<file path="src/hw/ump_consts.svh">
// constants for the mac-facing phy interface block
`ifndef UMP_CONSTS_SVH
`define UMP_CONSTS_SVH

// system clock and derived link clock
`define UMP_PCLK_MHZ          40
`define UMP_LINK_NOMINAL_MHZ  66
`define UMP_LINK_PERIOD_NS    200
`define UMP_LINK_HALF_CYC     ((`UMP_LINK_PERIOD_NS * `UMP_PCLK_MHZ / 1000) / 2)

// internal reset work after release
`define UMP_RESET_WORK_NS     500
`define UMP_RESET_WORK_CYC    ((`UMP_RESET_WORK_NS * `UMP_PCLK_MHZ + 999) / 1000)

// default air-activity delays, rounded up to whole cycles
`define UMP_SYNC_DLY_NS       100
`define UMP_SYNC_DLY_CYC      ((`UMP_SYNC_DLY_NS * `UMP_PCLK_MHZ + 999) / 1000)
`define UMP_END_DLY_NS        50
`define UMP_END_DLY_CYC       ((`UMP_END_DLY_NS * `UMP_PCLK_MHZ + 999) / 1000)

// apb byte offsets
`define UMP_APB_SYNC_DLY      12'h000
`define UMP_APB_END_DLY       12'h004
`define UMP_APB_STATUS        12'h008

// serial management register addresses
`define UMP_SER_PWR_MODE      8'h00
`define UMP_SER_CCA_REQ       8'h01
`define UMP_SER_STATE         8'h02

// power mode field codes
`define UMP_PM_SLEEP          2'h0
`define UMP_PM_STANDBY        2'h1
`define UMP_PM_READY          2'h2

`endif

</file>
<file path="src/hw/ump_pkg.sv">
// types shared by the mac-facing phy interface block
package ump_pkg;
	typedef enum logic [2:0] {
		st_reset, st_sleep, st_standby, st_ready, st_transmit, st_receive
	} ump_state_t;
	typedef enum logic [2:0] {
		ser_idle, ser_dir, ser_abits, ser_dbits, ser_rdata
	} ump_ser_t;
endpackage

</file>
<file path="src/hw/ump_phy_iface.sv">
// phy side of the mac-phy signal interface with an apb register slave
`timescale 1ns/1ps
`include "ump_consts.svh"
module ump_phy_iface (
	// apb slave
	input  wire logic        pclk,
	input  wire logic        presetn,
	input  wire logic        psel,
	input  wire logic        penable,
	input  wire logic        pwrite,
	input  wire logic [11:0] paddr,
	input  wire logic [31:0] pwdata,
	output logic      [31:0] prdata,
	output logic             pready,
	output logic             pslverr,
	// control pins from and to the mac
	input  wire logic        interface_reset_n,
	input  wire logic        tx_en,
	input  wire logic        rx_en,
	input  wire logic        clock_stop_request,
	output logic             iface_clk,
	output logic             air_activity,
	// data pins
	output logic             data_strobe,
	input  wire logic [7:0]  data_in,
	output logic      [7:0]  data_out,
	output logic             data_oe,
	// assessment and serial management pins
	output logic             channel_clear_result,
	input  wire logic        serial_in,
	output logic             serial_out,
	output logic             serial_oe,
	// radio core, same clock
	input  wire logic        radio_tx_start,
	input  wire logic        radio_tx_done,
	input  wire logic        radio_tx_req,
	input  wire logic        radio_sync_found,
	input  wire logic        radio_rx_done,
	input  wire logic        radio_rx_valid,
	input  wire logic [7:0]  radio_rx_octet,
	input  wire logic        radio_cca_done,
	input  wire logic        radio_cca_clear,
	output logic      [7:0]  radio_tx_octet,
	output logic             radio_tx_valid,
	output logic             radio_cca_start,
	output logic             tx_path_en,
	output logic             rx_path_en
);
	import ump_pkg::*;

	localparam logic [3:0]  LINK_HALF  = 4'(`UMP_LINK_HALF_CYC);
	localparam logic [7:0]  RESET_WORK = 8'(`UMP_RESET_WORK_CYC);

	logic             arst_n;
	logic [1:0]       rst_pipe;
	logic             core_rst_n;
	logic [3:0]       ctl_s;
	logic             tx_s, rx_s, stop_s, ser_s;
	logic [7:0]       data_s;
	ump_state_t       state, next_state;
	logic [7:0]       reset_cnt;
	logic [1:0]       pwr_mode;
	logic [3:0]       div_cnt;
	logic             clk_run, link_rise;
	logic [15:0]      sync_dly, end_dly, dly_cnt;
	logic             dly_busy, dly_set, act_set_pend, act_clr_pend;
	logic             tx_req_pend, rx_pend, was_tx;
	logic [7:0]       rx_hold;
	ump_ser_t         ser_state;
	logic [2:0]       ser_cnt;
	logic             ser_rw, ser_wr, cca_busy, cca_clear_hold;
	logic [7:0]       ser_addr, ser_shift, ser_wdata, ser_rd;
	logic             apb_acc;

	// interface pin and apb reset both clear the block at once
	assign arst_n = presetn & interface_reset_n;

	// release is synchronised so the state machine never sees a ragged edge
	always_ff @(posedge pclk or negedge arst_n) begin
		if (!arst_n) begin
			rst_pipe <= 2'b00;
		end else begin
			rst_pipe <= {rst_pipe[0], 1'b1};
		end
	end
	assign core_rst_n = rst_pipe[1];

	// pins from the mac other than interface_reset_n pass two flops before use
	ump_sync2 #(.WIDTH(4)) u_sync_ctl (
		.clk   (pclk),
		.rst_n (arst_n),
		.d     ({tx_en, rx_en, clock_stop_request, serial_in}),
		.q     (ctl_s)
	);
	ump_sync2 #(.WIDTH(8)) u_sync_data (
		.clk   (pclk),
		.rst_n (arst_n),
		.d     (data_in),
		.q     (data_s)
	);
	assign {tx_s, rx_s, stop_s, ser_s} = ctl_s;

	// link clock runs only where the state allows it
	always_comb begin
		case (state)
			st_standby:  clk_run = !stop_s;
			st_ready:    clk_run = 1'b1;
			st_transmit: clk_run = 1'b1;
			st_receive:  clk_run = 1'b1;
			default:     clk_run = 1'b0;
		endcase
	end
	assign link_rise = clk_run && (div_cnt == LINK_HALF - 4'h1) && !iface_clk;

	// divider: the slow link clock is itself a register, launched on pclk
	always_ff @(posedge pclk or negedge arst_n) begin
		if (!arst_n) begin
			div_cnt   <= 4'h0;
			iface_clk <= 1'b0;
		end else if (!clk_run) begin
			div_cnt   <= 4'h0;
			iface_clk <= 1'b0;
		end else if (div_cnt == LINK_HALF - 4'h1) begin
			div_cnt   <= 4'h0;
			iface_clk <= ~iface_clk;
		end else begin
			div_cnt <= div_cnt + 4'h1;
		end
	end

	// readiness state transitions
	always_comb begin
		next_state = state;
		case (state)
			st_reset: begin
				if (core_rst_n && reset_cnt == RESET_WORK - 8'h01)
					next_state = st_standby;
			end
			st_sleep: begin
				// no link clock here, so the requests are watched on pclk
				if (tx_s && rx_s)
					next_state = st_standby;
			end
			st_standby: begin
				if (pwr_mode == `UMP_PM_READY)
					next_state = st_ready;
				else if (pwr_mode == `UMP_PM_SLEEP)
					next_state = st_sleep;
			end
			st_ready: begin
				if (link_rise && tx_s)
					next_state = st_transmit;
				else if (link_rise && rx_s)
					next_state = st_receive;
				else if (pwr_mode == `UMP_PM_SLEEP || pwr_mode == `UMP_PM_STANDBY)
					next_state = st_standby;
			end
			st_transmit: begin
				if (link_rise && !tx_s && !air_activity)
					next_state = st_ready;
			end
			st_receive: begin
				if (link_rise && !rx_s && !air_activity)
					next_state = st_ready;
			end
			default: next_state = st_reset;
		endcase
	end

	// state register and reset work counter
	always_ff @(posedge pclk or negedge arst_n) begin
		if (!arst_n) begin
			state     <= st_reset;
			reset_cnt <= 8'h00;
		end else begin
			state     <= next_state;
			reset_cnt <= (state == st_reset && core_rst_n) ? reset_cnt + 8'h01 : 8'h00;
		end
	end

	// radio paths follow the active states
	always_ff @(posedge pclk or negedge arst_n) begin
		if (!arst_n) begin
			tx_path_en <= 1'b0;
			rx_path_en <= 1'b0;
		end else begin
			tx_path_en <= (next_state == st_transmit);
			rx_path_en <= (next_state == st_receive);
		end
	end

	// power mode field: serial writes, forced to standby by reset exit and wake
	always_ff @(posedge pclk or negedge arst_n) begin
		if (!arst_n) begin
			pwr_mode <= `UMP_PM_STANDBY;
		end else if (state == st_reset) begin
			pwr_mode <= `UMP_PM_STANDBY;
		end else if (state == st_sleep && next_state == st_standby) begin
			pwr_mode <= `UMP_PM_STANDBY;
		end else if (ser_wr && ser_addr == `UMP_SER_PWR_MODE) begin
			pwr_mode <= ser_wdata[1:0];
		end
	end

	// air activity: transmit edges pass straight, receive edges run a delay
	always_ff @(posedge pclk or negedge arst_n) begin
		if (!arst_n) begin
			air_activity <= 1'b0;
			act_set_pend <= 1'b0;
			act_clr_pend <= 1'b0;
			dly_cnt      <= 16'h0000;
			dly_busy     <= 1'b0;
			dly_set      <= 1'b0;
		end else begin
			if (link_rise) begin
				if (act_set_pend)
					air_activity <= 1'b1;
				else if (act_clr_pend)
					air_activity <= 1'b0;
				act_set_pend <= 1'b0;
				act_clr_pend <= 1'b0;
			end
			if (dly_busy) begin
				if (dly_cnt == 16'h0000) begin
					dly_busy <= 1'b0;
					if (dly_set)
						act_set_pend <= 1'b1;
					else
						act_clr_pend <= 1'b1;
				end else begin
					dly_cnt <= dly_cnt - 16'h0001;
				end
			end
			// new events come last so they win over the consumption above
			if (state == st_transmit && radio_tx_start)
				act_set_pend <= 1'b1;
			if (state == st_transmit && radio_tx_done)
				act_clr_pend <= 1'b1;
			if (state == st_receive && radio_sync_found) begin
				dly_cnt  <= sync_dly;
				dly_busy <= 1'b1;
				dly_set  <= 1'b1;
			end else if (state == st_receive && radio_rx_done) begin
				dly_cnt  <= end_dly;
				dly_busy <= 1'b1;
				dly_set  <= 1'b0;
			end
		end
	end

	// data strobe and octet flow in both directions
	always_ff @(posedge pclk or negedge arst_n) begin
		if (!arst_n) begin
			data_strobe    <= 1'b0;
			data_out       <= 8'h00;
			tx_req_pend    <= 1'b0;
			rx_pend        <= 1'b0;
			rx_hold        <= 8'h00;
			radio_tx_octet <= 8'h00;
			radio_tx_valid <= 1'b0;
		end else begin
			radio_tx_valid <= 1'b0;
			if (link_rise) begin
				if (state == st_transmit && data_strobe) begin
					radio_tx_octet <= data_s;
					radio_tx_valid <= 1'b1;
				end
				if (state == st_transmit) begin
					data_strobe <= tx_req_pend;
					tx_req_pend <= 1'b0;
				end else if (state == st_receive) begin
					data_strobe <= rx_pend;
					if (rx_pend)
						data_out <= rx_hold;
					rx_pend <= 1'b0;
				end else begin
					data_strobe <= 1'b0;
				end
			end
			if (state == st_transmit && radio_tx_req)
				tx_req_pend <= 1'b1;
			if (state == st_receive && radio_rx_valid) begin
				rx_pend <= 1'b1;
				rx_hold <= radio_rx_octet;
			end
		end
	end

	// bus release on entry reacts to the request itself, and re-drive after
	// transmit waits one whole link cycle so both ends never overlap
	always_ff @(posedge pclk or negedge arst_n) begin
		if (!arst_n) begin
			data_oe <= 1'b1;
			was_tx  <= 1'b0;
		end else begin
			if (state == st_transmit)
				was_tx <= 1'b1;
			else if (link_rise)
				was_tx <= 1'b0;
			data_oe <= !(tx_s && state == st_ready) && state != st_transmit
				&& !was_tx;
		end
	end

	// serial read data
	always_comb begin
		case (ser_addr)
			`UMP_SER_PWR_MODE: ser_rd = {6'h00, pwr_mode};
			`UMP_SER_CCA_REQ:  ser_rd = {7'h00, cca_busy};
			`UMP_SER_STATE:    ser_rd = {5'h00, 3'(state)};
			default:           ser_rd = 8'h00;
		endcase
	end

	// serial management slave: start, read flag, 8 address bits, 8 data bits
	always_ff @(posedge pclk or negedge arst_n) begin
		if (!arst_n) begin
			ser_state  <= ser_idle;
			ser_cnt    <= 3'h0;
			ser_rw     <= 1'b0;
			ser_addr   <= 8'h00;
			ser_shift  <= 8'h00;
			ser_wdata  <= 8'h00;
			ser_wr     <= 1'b0;
			serial_out <= 1'b0;
			serial_oe  <= 1'b0;
		end else begin
			ser_wr <= 1'b0;
			if (state == st_reset) begin
				ser_state <= ser_idle;
				serial_oe <= 1'b0;
			end else if (link_rise) begin
				case (ser_state)
					ser_idle: begin
						if (ser_s)
							ser_state <= ser_dir;
					end
					ser_dir: begin
						ser_rw    <= ser_s;
						ser_cnt   <= 3'h7;
						ser_state <= ser_abits;
					end
					ser_abits: begin
						ser_addr <= {ser_addr[6:0], ser_s};
						ser_cnt  <= ser_cnt - 3'h1;
						if (ser_cnt == 3'h0)
							ser_state <= ser_rw ? ser_rdata : ser_dbits;
					end
					ser_dbits: begin
						ser_shift <= {ser_shift[6:0], ser_s};
						ser_cnt   <= ser_cnt - 3'h1;
						if (ser_cnt == 3'h0) begin
							ser_wdata <= {ser_shift[6:0], ser_s};
							ser_wr    <= 1'b1;
							ser_state <= ser_idle;
						end
					end
					ser_rdata: begin
						// phy owns the line only for the read data bits
						if (!serial_oe) begin
							serial_oe  <= 1'b1;
							serial_out <= ser_rd[7];
							ser_shift  <= {ser_rd[6:0], 1'b0};
						end else if (ser_cnt == 3'h0) begin
							serial_oe <= 1'b0;
							ser_state <= ser_idle;
						end else begin
							serial_out <= ser_shift[7];
							ser_shift  <= {ser_shift[6:0], 1'b0};
							ser_cnt    <= ser_cnt - 3'h1;
						end
					end
					default: ser_state <= ser_idle;
				endcase
			end
		end
	end

	// clear channel assessment: start pulse, result launched on a link edge
	always_ff @(posedge pclk or negedge arst_n) begin
		if (!arst_n) begin
			radio_cca_start      <= 1'b0;
			cca_busy             <= 1'b0;
			cca_clear_hold       <= 1'b0;
			channel_clear_result <= 1'b0;
		end else begin
			radio_cca_start <= 1'b0;
			if (link_rise && !cca_busy)
				channel_clear_result <= cca_clear_hold;
			if (radio_cca_done) begin
				cca_busy       <= 1'b0;
				cca_clear_hold <= radio_cca_clear;
			end
			if (ser_wr && ser_addr == `UMP_SER_CCA_REQ && ser_wdata[0]) begin
				radio_cca_start <= 1'b1;
				cca_busy        <= 1'b1;
				cca_clear_hold  <= 1'b0;
			end
		end
	end

	// apb: one wait state, so pready and prdata both come from flops
	assign apb_acc = psel && penable && pready;
	always_ff @(posedge pclk or negedge arst_n) begin
		if (!arst_n) begin
			pready   <= 1'b0;
			pslverr  <= 1'b0;
			prdata   <= 32'h0000_0000;
			sync_dly <= 16'(`UMP_SYNC_DLY_CYC);
			end_dly  <= 16'(`UMP_END_DLY_CYC);
		end else begin
			pready  <= psel && penable && !pready;
			pslverr <= 1'b0;
			prdata  <= 32'h0000_0000;
			if (psel && penable && !pready) begin
				case (paddr)
					`UMP_APB_SYNC_DLY: prdata <= {16'h0000, sync_dly};
					`UMP_APB_END_DLY:  prdata <= {16'h0000, end_dly};
					`UMP_APB_STATUS: begin
						prdata  <= {24'h0000_00, air_activity, pwr_mode, 2'b00, 3'(state)};
						pslverr <= pwrite;
					end
					default: pslverr <= 1'b1;
				endcase
			end
			if (apb_acc && pwrite && paddr == `UMP_APB_SYNC_DLY)
				sync_dly <= pwdata[15:0];
			if (apb_acc && pwrite && paddr == `UMP_APB_END_DLY)
				end_dly <= pwdata[15:0];
		end
	end
endmodule

</file>
<file path="src/hw/ump_sync2.sv">
// two-flop level synchroniser for pins from outside the pclk domain
`timescale 1ns/1ps
module ump_sync2 #(
	parameter int WIDTH = 1
) (
	// clock and reset
	input  wire logic             clk,
	input  wire logic             rst_n,
	// level in and synchronised level out
	input  wire logic [WIDTH-1:0] d,
	output logic      [WIDTH-1:0] q
);
	logic [WIDTH-1:0] meta;

	// first stage feeds only the second stage
	always_ff @(posedge clk or negedge rst_n) begin
		if (!rst_n) begin
			meta <= '0;
			q    <= '0;
		end else begin
			meta <= d;
			q    <= meta;
		end
	end
endmodule

</file>
<file path="config.mk">
export PLATFORM = sky130hd
export DESIGN_NAME = ump_phy_iface
export DESIGN_NICKNAME = d
export VERILOG_FILES = /design/src/hw/ump_pkg.sv /design/src/hw/ump_phy_iface.sv /design/src/hw/ump_sync2.sv
export VERILOG_INCLUDE_DIRS = /design/src /design/src/hw
export SDC_FILE = /design/constraint.sdc
export NUM_CORES = 1
export LEC_CHECK = 0
export ABC_AREA = 1
export CAP_MARGIN = 40
export CORE_MARGIN = 2
export CORE_UTILIZATION = 50
export CTS_CLUSTER_SIZE = 14
export DETAILED_ROUTE_END_ITERATION = 6
export DONT_BUFFER_PORTS = 1
export HOLD_SLACK_MARGIN = 0.02
export PLACE_DENSITY = 0.71
export SLEW_MARGIN = 10
export SYNTH_ARGS = -nofsm -noshare
export SYNTH_HDL_FRONTEND = slang
export SYNTH_HIERARCHICAL = 1
export SYNTH_SLANG_ARGS = --single-unit
</file>
<file path="constraint.sdc">
create_clock -name pclk -period 12.65 [get_ports pclk]
set_input_delay 1.8975 -clock pclk [delete_from_list [all_inputs] [get_ports pclk]]
set_output_delay 1.8975 -clock pclk [all_outputs]
set_load 0.01 [all_outputs]
</file>
After elaboration in Yosys (flattened, before gate mapping) --
Cells that the tools add are included.
Cells by class: bitwise logic cells 4, equality and inequality tests 31, reduce and logical (&&, ||, !) cells 80, add/subtract/negate cells 4, multiplexer cells 89
Operators by type and width (count):
- two-way mux 16 bit | 5
- two-way mux 3 bit | 18
- two-way mux 1 bit | 50
- case mux 16 bit (3 select lines) | 1
- logical AND 1 bit | 32
- two-way mux 8 bit | 3
- nonzero test 2 bit | 11
- AND reduction 4 bit | 5
- case mux 3 bit (3 select lines) | 2
- case mux 3 bit (6 select lines) | 1
- zero test 16 bit | 1
- case mux 8 bit (2 select lines) | 1
- subtractor 16 x 1 -> 16 bit (second input constant) | 1
- equality test 3 x 2 -> 1 bit (second input constant) | 5
- equality test 3 bit (second input constant) | 5
- case mux 3 bit (5 select lines) | 1
- equality test 12 x 3 -> 1 bit (second input constant) | 1
- equality test 12 x 4 -> 1 bit (second input constant) | 1
- zero test 12 bit | 1
- inequality test 3 bit (second input constant) | 4
- AND reduction 2 bit | 5
- zero test 1 bit | 9
- zero test 3 bit | 3
- AND reduction 3 bit | 3
- other kinds (26) | 39
Word-level totals: register bits after elaboration 195, output and inout bits 61, input port bits 78

Longest topological paths before layout --
depth after elaboration 13, gate-level depth with buffers 12, depth with buffers taken out 11

By module --
The synthesis kept the hierarchy.
By module, submodules not included:
- ump_phy_iface | cells each 961, area an instance 7561.0 um^2, seq. area each 3883.7 um^2, instances 1
- ump_sync2 at u_sync_data | cells each 16, area an instance 400.4 um^2, seq. area each 400.4 um^2, instances 1
- ump_sync2 at u_sync_ctl | cells each 8, area an instance 200.2 um^2, seq. area each 200.2 um^2, instances 1

Worst setup path before layout --
OpenSTA, ideal clock, no wires.
path kind input -> register, start point in paddr[1], end point reg end_dly[2], library setup time 0.131 ns, arrival 2.977 ns, stages 8, slack 9.541 ns, required time 12.519 ns, path through or2_1 nor2_2 nand3_2 inv_2 nand2_2 clkbuf_1 nand2_1 o21ai_0
Between the ends: longest elaborated chain between the ends 2
Ends and longest elaborated chain:
- start, declared | RTL line ump_phy_iface.sv:11 | input wire logic [11:0] paddr,
- equality test 12 x 3 -> 1 bit
- logical AND 1 bit (no source line)
- end signal, assigned | RTL line ump_phy_iface.sv:410 | end_dly <= 16'(`UMP_END_DLY_CYC);
- end signal, assigned | RTL line ump_phy_iface.sv:429 | end_dly <= pwdata[15:0];
- end, declared | RTL line ump_phy_iface.sv:65 | logic [15:0] sync_dly, end_dly, dly_cnt;
No other way between the ends. A chain may end at the register's enable or synchronous reset.

Final worst setup path --
start point in radio_rx_done, end point reg dly_cnt[14]
Between the ends: longest elaborated chain between the ends 3, elaborated cells between the ends (all ways) 6
Ends and longest elaborated chain:
- start, declared | RTL line ump_phy_iface.sv:38 | input wire logic radio_rx_done,
- logical AND 1 bit * | RTL line ump_phy_iface.sv:243 | end else if (state == st_receive && radio_rx_done) begin
- inequality test 3 x 1 -> 1 bit (no source line) (tied with other cells)
- AND reduction 2 bit (no source line) / two-way mux 16 bit (equally long branches)
- end signal, assigned | RTL line ump_phy_iface.sv:231 | dly_cnt <= dly_cnt - 16'h0001;
- end signal, assigned | RTL line ump_phy_iface.sv:240 | dly_cnt <= sync_dly;
- end signal, assigned | RTL line ump_phy_iface.sv:244 | dly_cnt <= end_dly;
- end, declared | RTL line ump_phy_iface.sv:65
Every way passes the cells marked *; elsewhere a longest branch is shown, timed or not.

==> summary.txt <==
top routing layer used: met4
Hold Path End: rst_pipe[1]
H-Tree Depth: 4
Synth top area share: 53.7%
switching power: 0.307 mW
DR WL met2: 7.84 mm
Fill cells: 1,495
FF+latch area: 4480 µm²
CP required: 12.98 ns
GRT overflow: 0
DPL Wire Length: 11.8 mm
share of cells above drive strength 1: 6.91%
Critical Path Max Stage Delay: 0.65 ns
cell type with the highest aggregate area in the netlist: dfrtp_1
f_max: 288 MHz
CTS Hold Bufs: 0
part of the power in registers: 50.6%
Post-synth EDFFs: 0
Post-Place Worst Slack: 8.72 ns
Final Skew: 0.00919 ns
row count: 46
via count: 6,106
Internal Pwr Total: 0.894 mW
fin. max-slew vios: 0
number of global-route vias before repair: 5,641
critical path endpoint category: flop
Post-Syn Area: 8160 µm²
CP Launch Type: input port
switching share of power: 25.6%
Layout Cells excl Fill: 1,214
clock slew at reported path FFs: 0.07 ns
initial antenna violation count: 0
wire length on met3: 1.02 mm
final worst slack: 9.18 ns
R2R setup slack: 9.87 ns
global-route wire length before repair: 28.6 mm
sequential share of the synthesized area: 54.9%
CTS max path bufs: 2
synth top area cells: dfrtp_1, nand2_1, inv_1
Worst R2R Path Depth: 9
RSZ-0062 raised after global routing: no
critical path's slowest cell: nor2_2
met1 WL: 7.98 mm
max-cap check violation count: 0
Root Driver: clkbuf_16
largest net degree at the start of global routing: 64
critical path class: in2reg
I/O Buffers: 0
leakage dissipation: 4.53 nW
multi-input logic area: 3010 µm²
worst ir drop on vdd: 101 µV
pin slew with the least headroom to its limit: 0.850 ns
ys async rst share: 100%
Detailed Route Iter0 Violations: 432
cells along the critical path: inv_1 > nor2_2 > nor2_1 > nand2_1 > inv_2 > nor2_1 > nand2_1 > o21ai_0
placed insts: 1,182
Vert. Die Dim: 132 µm
GP Congestion: 0.903
min-delay src: rst_pipe[0]
Total Wirelength: 17.0 mm
ANT nets after route: 0
hold crit path type: reg2reg
Nets: 1,068
status: finished, final reports clean
TritonCTS clock tree: built
Tmin final: 3.47 ns
#FFs+latches synth: 179
post-CTS sizing: 0
CP bufs+invs: 2
Crit path max-delay family: simple AND/OR/NAND/NOR gates
Layout area overhead: 8.51%
vias per inst: 5.03
power per cell area: 136 nW/µm²
final hold violation count: 0
WP data arrival: 3.81 ns
number of remaining DRC errors: 0
post-CTS setup buffers: 0
YS warnings: 6
Sink Count: 179
FF-to-FF End: dly_cnt[14]
drt pass-1 iters: 5
Clk Latency, worst-skew pair: 0.43 ns
distinct cell type count after synthesis: 43
final period utilization: 27.5%
die footprint: 17,400 µm²
Combinational Power Share: 6.5%
total inserted antenna cells: 0
setup TNS: 0 ns
syn_area_per_cell: 8.29 µm²
Die Width: 132 µm
Synth Instances: 985
Core Area: 15,900 µm²
Final setup viols: 0
count leader, synth: nand2_1
initial core utilization: 51.2%
GRT Overall Usage: 20.6%
critical path fanouts, max: 21
Crit path depth: 8
Primary FF master, synth: dfrtp_1
R2R Path Start: state[1]
CTS Buf Count: 17
Synth top cells by count: nand2_1, dfrtp_1, inv_1
IO Pins: 139
routed len/inst: 14.0 µm
Rel. slew slack: 43.3%
clock share of power: 43.0%
worst hold stages: 0
==> metrics by stage <==
| step | util, % | hold slack [ns] | power [mW] | instance area, µm² |
|---|---|---|---|---|
| final | 55.5 | 0.341 | 1.20 | 8860 |
| after global routing | 55.5 | 0.350 | 1.25 | 8860 |
| after CTS | 55.5 | 0.349 | 1.21 | 8860 |
| after detailed placement | 52.0 | 0.335 | 0.696 | 8290 |
| after global placement | 51.8 | 0.332 | 0.694 | 8260 |
| after floorplan | - | 0.331 | 0.681 | 8220 |
==> sequential cells by signal, indices dropped and copies added (netlist names), 16 cells and up <==
signal,flops
sync_dly,16
dly_cnt,16
end_dly,16
prdata,16
==> layer usage <==
layer	up-vias	global-route usage (%)
li1	3088	-
met1	2826	29.8
met2	180	31.2
met3	12	5.15
met4	0	5.74
met5	-	0
==> cell families (layout without fill, tap and decap cells) <==
kind of cell    count (synthesis)  count (layout)  synth area share (%)
compound gates                142             142                  9.49
mux                             2               2                 0.261
other cells                     2              17                0.0920
xor+xnor                        5               5                 0.537
fa+ha+maj                       5               5                 0.767
buf+inv                       162             160                  8.86
simple gates                  488             488                  25.0
flops                         179             179                  54.9
==> cell type report <==
class / instances / share of cell area [%]
Inverter: 124 / 5.31
Multi-Input combinational cell: 659 / 34.0
Tap cell: 216 / 3.05
Clock buffer: 17 / 4.80
Sequential cell: 179 / 50.6
Timing Repair Buffer: 4 / 0.565
Clock inverter: 15 / 1.64
==> power by group through the flow <==
stage,Sequential (mW),Clock (mW),Combinational (mW)
final,0.608,0.516,0.0776
after global routing,0.610,0.553,0.0917
after CTS,0.607,0.527,0.0781
after detailed placement,0.618,0,0.0780
after global placement,0.617,0,0.0761
after floorplan,0.613,0,0.0672
==> worst max-delay path by stage <==
stage / start / to
final: radio_rx_done / dly_cnt[14]
after CTS: radio_rx_done / dly_cnt[14]
after detailed placement: radio_rx_done / dly_cnt[14]
after global placement: radio_rx_done / dly_cnt[14]
after global routing: radio_rx_done / dly_cnt[14]
after floorplan: presetn / act_clr_pend
==> placed cells by master (no fill, tap or decap), types with 6 or more instances in the layout <==
master,instances
o21ai_1,17
conb_1,17
nor2_2,6
nand2_1,290
a21oi_1,33
o21ai_0,66
nand4_1,11
inv_1,114
nand3_1,54
dfrtp_1,175
nor3_1,9
nor2_1,100
clkbuf_16,17
o211ai_1,9
inv_2,8
(Power assumes the default switching activity.)
